## config.mk

```make
export PLATFORM = sky130hd
export DESIGN_NAME = hwmon_reg_bank
export DESIGN_NICKNAME = d
export VERILOG_FILES = /design/src/shared/hwmon_bank_pkg.sv /design/src/core/hwmon_reg_bank.sv /design/src/core/rw_reg8.sv /design/src/core/sticky_status8.sv
export SDC_FILE = /design/constraint.sdc
export NUM_CORES = 1
export LEC_CHECK = 0
export ABC_AREA = 1
export BUFFER_PORTS_ARGS = -buffer_cell sky130_fd_sc_hd__buf_2
export CAP_MARGIN = 20
export CELL_PAD_IN_SITES_DETAIL_PLACEMENT = 0
export CELL_PAD_IN_SITES_GLOBAL_PLACEMENT = 2
export CORE_MARGIN = 4
export CORE_UTILIZATION = 40
export CTS_CLUSTER_SIZE = 30
export DETAILED_ROUTE_END_ITERATION = 8
export MAX_ROUTING_LAYER = met4
export PLACE_DENSITY_LB_ADDON = 0.1
export SKIP_LAST_GASP = 1
export SLEW_MARGIN = 20
export SYNTH_ARGS = -nofsm -noshare
export SYNTH_HDL_FRONTEND = slang
export SYNTH_HIERARCHICAL = 1
export SYNTH_SLANG_ARGS = --single-unit
```

## constraint.sdc

```tcl
create_clock -name clock_i -period 8.1 [get_ports clock_i]
set_input_delay 0.405 -clock clock_i [delete_from_list [all_inputs] [get_ports clock_i]]
set_output_delay 0.405 -clock clock_i [all_outputs]
set_load 0.01 [all_outputs]
```

## src/shared/hwmon_bank_pkg.sv

```systemverilog
// Constants for the indexed hardware-monitor register bank.
// Assumes one host clock and one asynchronous active-low power-on reset.
// Contract
// - Host writes an 8-bit index first; following data access goes to that register.
// - Index is write-only and holds until software writes a new one.
// - Read/write value and limit registers live at 15-3D and 50-59 hex.
// - Interrupt status registers at 41 and 42 hex are read-only, reset 0x00.
// - Fixed read-only maker code at 3E, stepping/version at 3F; writes ignored.
// - Test value register 4C and test mode register 4A are read/write, reset 0x00.
// - Register 47 resets to 0000 high nibble, voltage-code pins 3..0 low nibble.
// - Register 49 reads 1000000 in bits 7..1, bit 0 is voltage-code pin 4.
package hwmon_bank_pkg;
    // Register offsets
    localparam logic [7:0] OFS_VL_LO_FIRST  = 8'h15;
    localparam logic [7:0] OFS_VL_LO_LAST   = 8'h3d;
    localparam logic [7:0] OFS_VL_HI_FIRST  = 8'h50;
    localparam logic [7:0] OFS_VL_HI_LAST   = 8'h59;
    localparam logic [7:0] OFS_MAKER        = 8'h3e;
    localparam logic [7:0] OFS_STEPPING     = 8'h3f;
    localparam logic [7:0] OFS_CONFIG       = 8'h40;
    localparam logic [7:0] OFS_STATUS_FIRST = 8'h41;
    localparam logic [7:0] OFS_STATUS_SEC   = 8'h42;
    localparam logic [7:0] OFS_VCODE_LOW    = 8'h47;
    localparam logic [7:0] OFS_VCODE_HIGH   = 8'h49;
    localparam logic [7:0] OFS_TEST_MODE    = 8'h4a;
    localparam logic [7:0] OFS_ERROR_DEBUG  = 8'h4b;
    localparam logic [7:0] OFS_TEST_VALUE   = 8'h4c;
    localparam logic [7:0] OFS_SPECIAL      = 8'h4f;
    // Value/limit storage: low range 41 bytes, high range 10 bytes
    localparam int         VL_LO_COUNT      = 41;
    localparam int         VL_COUNT         = 51;
    localparam logic [5:0] VL_HI_BASE       = 6'h29;
    // Reset values
    localparam logic [7:0] RST_CONFIG       = 8'h08;
    localparam logic [7:0] RST_ZERO         = 8'h00;
    localparam logic [7:0] RST_VALUE_LIMIT  = 8'h00;
    localparam logic [3:0] RST_VCODE_UPPER  = 4'h0;
    localparam logic [6:0] VCODE_HIGH_FIXED = 7'h40;
    // Identity codes: arbitrary neutral values
    localparam logic [7:0] DEF_MAKER_CODE   = 8'ha5;
    localparam logic [7:0] DEF_STEPPING     = 8'h01;
endpackage : hwmon_bank_pkg

```

## src/core/hwmon_reg_bank.sv

```systemverilog
// Indexed register bank of the hardware monitor: index pointer plus data port.
// Assumes host strobes are synchronous one-cycle pulses; the measurement logic
// outside supplies event pulses and consumes the control registers.
`timescale 1ns/1ps
module hwmon_reg_bank
    import hwmon_bank_pkg::*;
#(
    parameter logic [7:0] MAKER_CODE    = DEF_MAKER_CODE,
    parameter logic [7:0] STEPPING_CODE = DEF_STEPPING
) (
    // Clock and reset
    input  wire logic       clock_i,
    input  wire logic       arst_n_i,
    // Host access port
    input  wire logic       index_wr_i,
    input  wire logic       data_wr_i,
    input  wire logic       data_rd_i,
    input  wire logic [7:0] wdata_i,
    output logic      [7:0] rdata_o,
    output logic            rdata_valid_o,
    // Voltage-code pins
    input  wire logic [3:0] cpu_voltage_code_i,
    input  wire logic       cpu_voltage_code_bit4_i,
    // Monitor events
    input  wire logic [7:0] status_first_evt_i,
    input  wire logic [7:0] status_second_evt_i,
    input  wire logic [7:0] error_evt_i,
    // Control registers to the monitor
    output logic      [7:0] configuration_o,
    output logic      [7:0] test_mode_o,
    output logic      [7:0] test_digital_value_o,
    output logic      [7:0] special_function_o,
    output logic      [7:0] cpu_voltage_code_o
);
    logic [7:0] index_ptr_r;
    logic [7:0] rdata_r;
    logic       rvalid_r;
    logic       vcode_load_r;
    logic [7:0] vcode_r;
    logic [7:0] vcode_nxt;
    logic [7:0] value_limit_r [VL_COUNT];
    logic [7:0] status_first_w;
    logic [7:0] status_second_w;
    logic [7:0] error_debug_w;

    // Address decode of the current pointer
    wire hit_vl_lo_w  = (index_ptr_r >= OFS_VL_LO_FIRST) && (index_ptr_r <= OFS_VL_LO_LAST);
    wire hit_vl_hi_w  = (index_ptr_r >= OFS_VL_HI_FIRST) && (index_ptr_r <= OFS_VL_HI_LAST);
    wire hit_vl_w     = hit_vl_lo_w || hit_vl_hi_w;
    wire hit_maker_w  = (index_ptr_r == OFS_MAKER);
    wire hit_step_w   = (index_ptr_r == OFS_STEPPING);
    wire hit_cfg_w    = (index_ptr_r == OFS_CONFIG);
    wire hit_st1_w    = (index_ptr_r == OFS_STATUS_FIRST);
    wire hit_st2_w    = (index_ptr_r == OFS_STATUS_SEC);
    wire hit_vlow_w   = (index_ptr_r == OFS_VCODE_LOW);
    wire hit_vhigh_w  = (index_ptr_r == OFS_VCODE_HIGH);
    wire hit_tmode_w  = (index_ptr_r == OFS_TEST_MODE);
    wire hit_err_w    = (index_ptr_r == OFS_ERROR_DEBUG);
    wire hit_tval_w   = (index_ptr_r == OFS_TEST_VALUE);
    wire hit_spec_w   = (index_ptr_r == OFS_SPECIAL);

    // Storage slot of a value/limit offset, high range packed after the low one
    wire [5:0] vl_lo_slot_w = 6'(index_ptr_r - OFS_VL_LO_FIRST);
    wire [5:0] vl_hi_slot_w = 6'(index_ptr_r - OFS_VL_HI_FIRST) + VL_HI_BASE;
    wire [5:0] vl_slot_w    = hit_vl_lo_w ? vl_lo_slot_w : vl_hi_slot_w;

    // Write strobes, only the read/write registers take them
    wire wr_vl_w    = data_wr_i && hit_vl_w;
    wire wr_cfg_w   = data_wr_i && hit_cfg_w;
    wire wr_vlow_w  = data_wr_i && hit_vlow_w;
    wire wr_tmode_w = data_wr_i && hit_tmode_w;
    wire wr_tval_w  = data_wr_i && hit_tval_w;
    wire wr_spec_w  = data_wr_i && hit_spec_w;

    // Read strobes that clear sticky flags
    wire rd_st1_w = data_rd_i && hit_st1_w;
    wire rd_st2_w = data_rd_i && hit_st2_w;
    wire rd_err_w = data_rd_i && hit_err_w;

    // Read data selection; unmapped offsets read zero
    wire [7:0] vcode_high_w = {VCODE_HIGH_FIXED, cpu_voltage_code_bit4_i};
    wire [7:0] rd_mux_w =
        hit_vl_w    ? value_limit_r[vl_slot_w] :
        hit_maker_w ? MAKER_CODE :
        hit_step_w  ? STEPPING_CODE :
        hit_cfg_w   ? configuration_o :
        hit_st1_w   ? status_first_w :
        hit_st2_w   ? status_second_w :
        hit_vlow_w  ? vcode_r :
        hit_vhigh_w ? vcode_high_w :
        hit_tmode_w ? test_mode_o :
        hit_err_w   ? error_debug_w :
        hit_tval_w  ? test_digital_value_o :
        hit_spec_w  ? special_function_o :
        RST_ZERO;

    // Index pointer holds until the next index write
    always_ff @(posedge clock_i or negedge arst_n_i) begin
        if (!arst_n_i) begin
            index_ptr_r <= RST_ZERO;
        end else if (index_wr_i) begin
            index_ptr_r <= wdata_i;
        end
    end

    // Read data captured from the selected register
    always_ff @(posedge clock_i or negedge arst_n_i) begin
        if (!arst_n_i) begin
            rdata_r  <= RST_ZERO;
            rvalid_r <= 1'b0;
        end else begin
            rvalid_r <= data_rd_i;
            if (data_rd_i) begin
                rdata_r <= rd_mux_w;
            end
        end
    end

    assign rdata_o       = rdata_r;
    assign rdata_valid_o = rvalid_r;

    // Value and limit storage
    always_ff @(posedge clock_i or negedge arst_n_i) begin
        if (!arst_n_i) begin
            for (int i = 0; i < VL_COUNT; i++) begin
                value_limit_r[i] <= RST_VALUE_LIMIT;
            end
        end else if (wr_vl_w) begin
            value_limit_r[vl_slot_w] <= wdata_i;
        end
    end

    // Voltage-code register: pin levels caught on the first edge after reset
    assign vcode_nxt = wr_vlow_w    ? wdata_i :
                       vcode_load_r ? {RST_VCODE_UPPER, cpu_voltage_code_i} :
                       vcode_r;

    always_ff @(posedge clock_i or negedge arst_n_i) begin
        if (!arst_n_i) begin
            vcode_load_r <= 1'b1;
            vcode_r      <= RST_ZERO;
        end else begin
            vcode_load_r <= 1'b0;
            vcode_r      <= vcode_nxt;
        end
    end

    assign cpu_voltage_code_o = vcode_r;

    // Plain read/write control registers
    rw_reg8 #(.WIDTH(8), .RESET_VAL(RST_CONFIG)) u_config (
        .clock_i  (clock_i),
        .arst_n_i (arst_n_i),
        .wr_en_i  (wr_cfg_w),
        .wdata_i  (wdata_i),
        .value_o  (configuration_o)
    );

    rw_reg8 #(.WIDTH(8), .RESET_VAL(RST_ZERO)) u_test_mode (
        .clock_i  (clock_i),
        .arst_n_i (arst_n_i),
        .wr_en_i  (wr_tmode_w),
        .wdata_i  (wdata_i),
        .value_o  (test_mode_o)
    );

    rw_reg8 #(.WIDTH(8), .RESET_VAL(RST_ZERO)) u_test_value (
        .clock_i  (clock_i),
        .arst_n_i (arst_n_i),
        .wr_en_i  (wr_tval_w),
        .wdata_i  (wdata_i),
        .value_o  (test_digital_value_o)
    );

    rw_reg8 #(.WIDTH(8), .RESET_VAL(RST_ZERO)) u_special (
        .clock_i  (clock_i),
        .arst_n_i (arst_n_i),
        .wr_en_i  (wr_spec_w),
        .wdata_i  (wdata_i),
        .value_o  (special_function_o)
    );

    // Read-only sticky status, never touched by host writes
    sticky_status8 #(.WIDTH(8)) u_status_first (
        .clock_i  (clock_i),
        .arst_n_i (arst_n_i),
        .set_i    (status_first_evt_i),
        .clear_i  (rd_st1_w),
        .value_o  (status_first_w)
    );

    sticky_status8 #(.WIDTH(8)) u_status_second (
        .clock_i  (clock_i),
        .arst_n_i (arst_n_i),
        .set_i    (status_second_evt_i),
        .clear_i  (rd_st2_w),
        .value_o  (status_second_w)
    );

    sticky_status8 #(.WIDTH(8)) u_error_debug (
        .clock_i  (clock_i),
        .arst_n_i (arst_n_i),
        .set_i    (error_evt_i),
        .clear_i  (rd_err_w),
        .value_o  (error_debug_w)
    );
endmodule : hwmon_reg_bank

```

## src/core/rw_reg8.sv

```systemverilog
// One host-writable register with a reset value.
// Assumes a single-cycle write strobe synchronous to clock_i.
`timescale 1ns/1ps
module rw_reg8 #(
    parameter int         WIDTH     = 8,
    parameter logic [7:0] RESET_VAL = 8'h00
) (
    // Clock and reset
    input  wire logic             clock_i,
    input  wire logic             arst_n_i,
    // Write port
    input  wire logic             wr_en_i,
    input  wire logic [WIDTH-1:0] wdata_i,
    // Stored value
    output logic      [WIDTH-1:0] value_o
);
    // Load on write, otherwise hold
    always_ff @(posedge clock_i or negedge arst_n_i) begin
        if (!arst_n_i) begin
            value_o <= RESET_VAL[WIDTH-1:0];
        end else if (wr_en_i) begin
            value_o <= wdata_i;
        end
    end
endmodule : rw_reg8

```

## src/core/sticky_status8.sv

```systemverilog
// Sticky event flags, cleared by a host read, set winning over clear.
// Assumes event inputs are synchronous one-cycle or level pulses.
`timescale 1ns/1ps
module sticky_status8 #(
    parameter int WIDTH = 8
) (
    // Clock and reset
    input  wire logic             clock_i,
    input  wire logic             arst_n_i,
    // Events and read-clear
    input  wire logic [WIDTH-1:0] set_i,
    input  wire logic             clear_i,
    // Flags
    output logic      [WIDTH-1:0] value_o
);
    // Clear on read, a new event in the same cycle survives
    always_ff @(posedge clock_i or negedge arst_n_i) begin
        if (!arst_n_i) begin
            value_o <= '0;
        end else begin
            value_o <= (clear_i ? '0 : value_o) | set_i;
        end
    end
endmodule : sticky_status8

```

== Yosys cells after proc, flatten, opt, wreduce, memory -nomap -nowiden ==
Cells that the tools add are included.

* $add $sub $neg: 3
* $lt $le $gt $ge: 6
* Equality and inequality tests: 11
* Mux-type cells: 24
* Bitwise operators: 4
* Reductions and logical operators: 14

{| class="wikitable"
|+ Operators by type and width
! kind !! number
|-
| 408-bit bitwise mux || 1
|-
| 8-bit 2-to-1 mux || 20
|-
| 8-bit by 7-bit equality test with 1-bit output, second input constant || 9
|-
| 8-bit binary-select mux with 6-bit select || 1
|-
| 8-bit demux with 6-bit select || 1
|-
| 8-bit bitwise OR || 3
|-
| 8-bit by 6-bit equality test with 1-bit output, second input constant || 2
|-
| 1-bit logical AND || 12
|-
| 6-bit by 5-bit subtractor with 6-bit output, second input constant || 2
|-
| 8-bit by 5-bit greater-or-equal comparator with 1-bit output, second input constant || 1
|-
| 8-bit by 7-bit greater-or-equal comparator with 1-bit output, second input constant || 1
|-
| 8-bit by 6-bit <= comparator with 1-bit output, second input constant || 1
|-
| 8-bit by 7-bit <= comparator with 1-bit output, second input constant || 1
|-
| 7-bit greater-or-equal comparator, second input constant || 1
|-
| 7-bit by 1-bit less-than comparator with 1-bit output, second input constant || 1
|-
| 6-bit NOT with 7-bit output || 1
|-
| 6-bit adder, second input constant || 1
|-
| 6-bit 2-to-1 mux || 1
|-
| 2-bit nonzero test || 1
|-
| 1-bit logical OR || 1
|}

* Register bits after elaboration: 490
* Input bits: 42
* Word-level logic and storage cells: 125

== Depth between registers and ports, before layout ==
* Depth after elaboration: 13
* Gate-level depth with buffers: 26
* Depth with buffers taken out: 20

== Cells and area by module ==
The synthesis kept the hierarchy.

{| class="wikitable"
|+ By module, submodules not included
! module !! times used !! cells an instance !! area each (um2) !! sequential area each (um2)
|-
| hwmon_reg_bank || 1 || 2828 || 21650.8 || 10861.7
|-
| rw_reg8 (u_special ...) || 3 || 34 || 305.3 || 200.2
|-
| sticky_status8 || 3 || 33 || 294.0 || 200.2
|-
| rw_reg8 (u_config) || 1 || 34 || 306.5 || 201.4
|}

== Worst setup path after synthesis ==
OpenSTA, ideal clock, no wires.

* Path kind: reg-to-reg
* From: register index_ptr_r[0]
* To: register value_limit_r[6] in the netlist's numbering
* Setup time: 0.131 ns
* Arrival time: 3.655 ns
* Data required time: 7.969 ns
* Setup slack: 4.314 ns
* Stages on the path, launching flop included: 17
* Period minus slack after synthesis: 3.786 ns
* Cell sequence: dfrtp_1 buf_2 clkinv_1 clkbuf_1 clkbuf_1 clkbuf_1 ha_1 nor2_1 a21oi_2 a21boi_2 nor2_2 inv_2 nor3_4 nand2_4 buf_4 nand2_1 o21ai_1

* Longest elaborated chain between the ends: 9

{| class="wikitable"
|+ Ends and longest elaborated chain
! element !! RTL line !! text
|-
| start, declared || hwmon_reg_bank.sv:35 || <nowiki>logic [7:0] index_ptr_r;</nowiki>
|-
| start signal, assigned || hwmon_reg_bank.sv:102 || <nowiki>index_ptr_r <= wdata_i;</nowiki>
|-
| 6-bit by 5-bit subtractor with 6-bit output, or another cell as far along || hwmon_reg_bank.sv:64 || <nowiki>wire [5:0] vl_hi_slot_w = 6'(index_ptr_r - OFS_VL_HI_FIRST) + VL_HI_BASE;</nowiki>
|-
| 6-bit adder or 1-bit logical AND (tied branches) || hwmon_reg_bank.sv:64, hwmon_reg_bank.sv:47 ||
|-
| 6-bit 2-to-1 mux || hwmon_reg_bank.sv:65 || <nowiki>wire [5:0] vl_slot_w = hit_vl_lo_w ? vl_lo_slot_w : vl_hi_slot_w;</nowiki>
|-
| 6-bit NOT with 7-bit output (implied by the code) || hwmon_reg_bank.sv:129 || <nowiki>value_limit_r[vl_slot_w] <= wdata_i;</nowiki>
|-
| 7-bit greater-or-equal comparator (implied by the code) or 7-bit by 1-bit less-than comparator with 1-bit output (tied branches) || hwmon_reg_bank.sv:129 ||
|-
| 1-bit logical AND (implied by the code) || hwmon_reg_bank.sv:129 ||
|-
| 8-bit 2-to-1 mux (implied by the code) || hwmon_reg_bank.sv:129 ||
|-
| 8-bit demux with 6-bit select || hwmon_reg_bank.sv:129 ||
|-
| 408-bit bitwise mux || hwmon_reg_bank.sv:129 ||
|-
| end signal, assigned by index || hwmon_reg_bank.sv:129 ||
|-
| end, declared || hwmon_reg_bank.sv:41 || <nowiki>logic [7:0] value_limit_r [VL_COUNT];</nowiki>
|}

Several ways; a longest one is shown, not always the timed one.
A chain may end at the register's enable or synchronous reset.

== Worst setup path after layout ==
* From: register index_ptr_r[0]
* To: register value_limit_r[148] in the netlist's numbering

Same word-level chain as after synthesis.

==> impl_results.md <==
* Instance count on the critical path at 12
* RePlAce Congestion at 0.9401
* Final HPWL DP at 51440 µm
* DRC at 0
* Peak VDD IR at 0.0001607 V
* Worst r2r dst: value_limit_r[148]
* F_max at 184.4 MHz
* Die Span Y at 251.7 µm
* DRT Wirelength at 79570 µm
* Filler cells at 6096
* Final setup violation count at 0
* Worst-Margin Slew at 1.039 ns
* Clk Latency, worst-skew pair at 0.62 ns
* Mapped Nets at 3110
* Top cell type's share of synthesized area at 0.5141
* Routed vias/inst at 5.214
* CP Class: flop to flop
* Gr usage total at 0.2575
* Crit start category: flop
* Reg2reg start: index_ptr_r[0]
* Hold Crit Class: input pin to flop
* Critical Path RT at 8.56 ns
* Input/output buffers at 90
* Vias at 20340
* Slew HR at 0.3074
* Worst path arrival time at 5.88 ns
* Die width at 251.7 µm
* Antenna cells at 0
* RSZ-0062 raised after global routing: no
* Post-synth ARST share at 1.000
* Post-synth EDFFs at 0
* Final #Nets at 3130
* CP Cell Sequence: inv_4 > ha_1 > nor2_1 > a21oi_2 > nand3_2 > nand2_1 > buf_4 > nand2_4 > nor3_4 > nand2_4 > nand2_1 > o21ai_1
* Hold depth at 3
* Yosys cell types at 39
* Clock buffer depth at 3
* Most frequent cell after synthesis: nand2_1
* Critical Path End: value_limit_r[148]
* Root Buffer: clkbuf_16
* Largest net degree at the start of global routing at 152
* Die area at 63350 µm²
* Leakage power at 13.50 nW
* Status: completed
* Area of the core at 58910 µm²
* Final worst-path cycle share at 0.6696
* Slowest stage cell on the critical path: nand2_1
* Fin Setup TNS at 0 ns
* Final hold vios at 0
* Util after Layout at 0.4531
* Buf/Inv on CP at 2
* Initial antenna violation count at 0
* Largest area contributor in the netlist: dfrtp_1
* Crit end category: flop
* Clock H-tree levels at 2
* Initial DRC count at 1733
* Critical path's top delay family: simple AND/OR/NAND/NOR gates
* Initial Utilization at 0.4033
* Min Tclk post-route at 5.423 ns
* R2R Setup Slk at 2.68 ns
* CTS tree: done
* I/O pins at 91
* Final Max Slew Viols at 0
* Worst Skew at 0.01598 ns
* Vias in the first global route at 19670
* R2R cell count at 12
* Final ANT Viol Nets at 0
* Cells after Synth at 3063
* Pwr/cell area at 263.7 nW/µm²
* Max cap viols at 0
* Clock-pin transition on the worst setup and hold timing paths at 0.06 ns
* Clock sink count at 490
* Mean routed wirelength per cell at 20.40 µm
* FF+latch count, synth at 490
* Post-synthesis sequential area ratio at 0.5163
* Synth Flop Type: dfrtp_1
* Launch point of the worst path: index_ptr_r[0]
* GR Overflow Total at 0
* CP Max Fanout at 44
* Most instantiated cells after synthesis: nand2_1 (1416), dfrtp_1 (488), o21ai_0 (285), o21ai_1 (200), clkbuf_1 (115)
* Number of CTS-inserted buffers at 57
* Netlist Area Pre-Place at 23760 µm²
* Cell Count Post-Placement at 3771
* Synth warn at 6
* Row count at 89
* Layout Cells excl Fill at 3901
* Layout cells sized above 1 at 0.09527
* Syn_area_per_cell at 7.756 µm²
* First-pass GRT wire length at 123600 µm
* Synth top area cells: dfrtp_1 (51%), nand2_1 (22%), o21ai_0 (6.0%)
* Max incr delay on CP at 0.90 ns
* TritonRoute pass-1 iters at 5
* Layout overhead on the synthesized area at 12.36%
## power by group
part           leakage, nW  total [W]  internal, W  switching, W
registers             6.52    0.00307      0.00284      0.000226
clock network        0.949    0.00265      0.00160       0.00104
logic                 6.04    0.00133     0.000408      0.000920
total                 13.5    0.00704      0.00485       0.00219
## area by class of cell
type,count,area (µm²),share of cell area
inverters,119,450.4,0.01688
multi-input cells,2271,10130,0.3796
clock buffers,86,1667,0.06244
clock inverters,18,251.5,0.009422
well taps,773,967.2,0.03624
repair buffers,144,955.9,0.03581
flip-flops and latches,490,12270,0.4596
## worst min path at each step
stage | startpoint | slack [ns] | endpoint
after floorplan | arst_n_i | 0.11 | cpu_voltage_code_o[0]
after global placement | arst_n_i | 0.38 | value_limit_r[100]
after detailed placement | arst_n_i | 0.38 | value_limit_r[100]
after CTS | cpu_voltage_code_i[2] | 0.03 | cpu_voltage_code_o[2]
after global routing | cpu_voltage_code_i[2] | 0.06 | cpu_voltage_code_o[2]
final | cpu_voltage_code_i[2] | 0.07 | cpu_voltage_code_o[2]
## flip-flops by register name, summed over array words and instances, names as in the netlist
signal                   cells
value_limit_r              408
cpu_voltage_code_o           8
u_status_first/value_o       8
u_test_value/value_o         8
vcode_load_r                 1
u_error_debug/value_o        8
rdata_o                      8
rdata_valid_o                1
u_test_mode/value_o          8
u_special/value_o            8
u_config/value_o             8
u_status_second/value_o      8
index_ptr_r                  8
## logic make-up after synthesis
group,synth area share
flip-flops,0.5163
adder cells (fa/ha/maj),0.002634
multiplexers,0.01854
other,0.0001579
buffers and inverters,0.05762
AO/OA/AOI/OAI,0.1163
AND/OR/NAND/NOR,0.2858
XOR/XNOR,0.002581
## cells in the final DEF (no fill, tap or decap), types with 3 or more instances in the layout
cell type / n
nand2_4: 26
clkbuf_1: 17
clkbuf_16: 58
nor2_2: 11
nor2_1: 80
xor2_1: 6
dfrtp_1: 487
inv_2: 22
mux2i_1: 44
bufinv_16: 6
nor3_1: 4
or2_2: 8
nand3_1: 99
clkinv_2: 12
nand3_2: 3
o21ai_0: 285
o211ai_1: 15
dlygate4sd3_1: 26
buf_2: 89
a21oi_1: 31
ha_1: 5
nand2_2: 10
buf_4: 26
inv_1: 94
nor3_4: 5
nand2_1: 1415
o21ai_1: 200
nand4_1: 10
clkbuf_8: 11
## routing by layer
layer | up-vias | wire, µm | track usage
met1 | 9828 | 35760 | 0.3481
met2 | 574 | 37800 | 0.4190
met5 | - | 0 | -
li1 | 9829 | - | -
met4 | 0 | 1928 | 0.06451
met3 | 109 | 4081 | 0.02866
## through the flow
stage | hold slack, ns | total power (W) | area, µm² | setup WS [ns]
finish | 0.07086 | 0.007039 | 26690 | 2.677
CTS | 0.03371 | 0.007120 | 26690 | 2.625
global route | 0.05524 | 0.007421 | 26690 | 2.299
floorplan | 0.1094 | 0.003901 | 23760 | 4.314
global placement | 0.3811 | 0.004407 | 24510 | 2.761
detailed placement | 0.3814 | 0.004431 | 24510 | 2.651
## worst reg2reg max path, cell delays in order, from the launching register on
cell and delay, ns:
dfrtp_4 0.70, inv_4 0.45, ha_1 0.31, nor2_1 0.09, a21oi_2 0.30, nand3_2 0.59
nand2_1 0.92, buf_4 0.40, nand2_4 0.25, nor3_4 0.80, nand2_4 0.28, nand2_1 0.13
o21ai_1 0.07
## what timing repair did
item / CTS / global route
hold buffers: 26 / 0
setup buffers: 0 / 0
hold endpoints to repair: 83 / 0
resized for setup: 0 / 0
No activity file was read; power rests on OpenSTA's default activity.
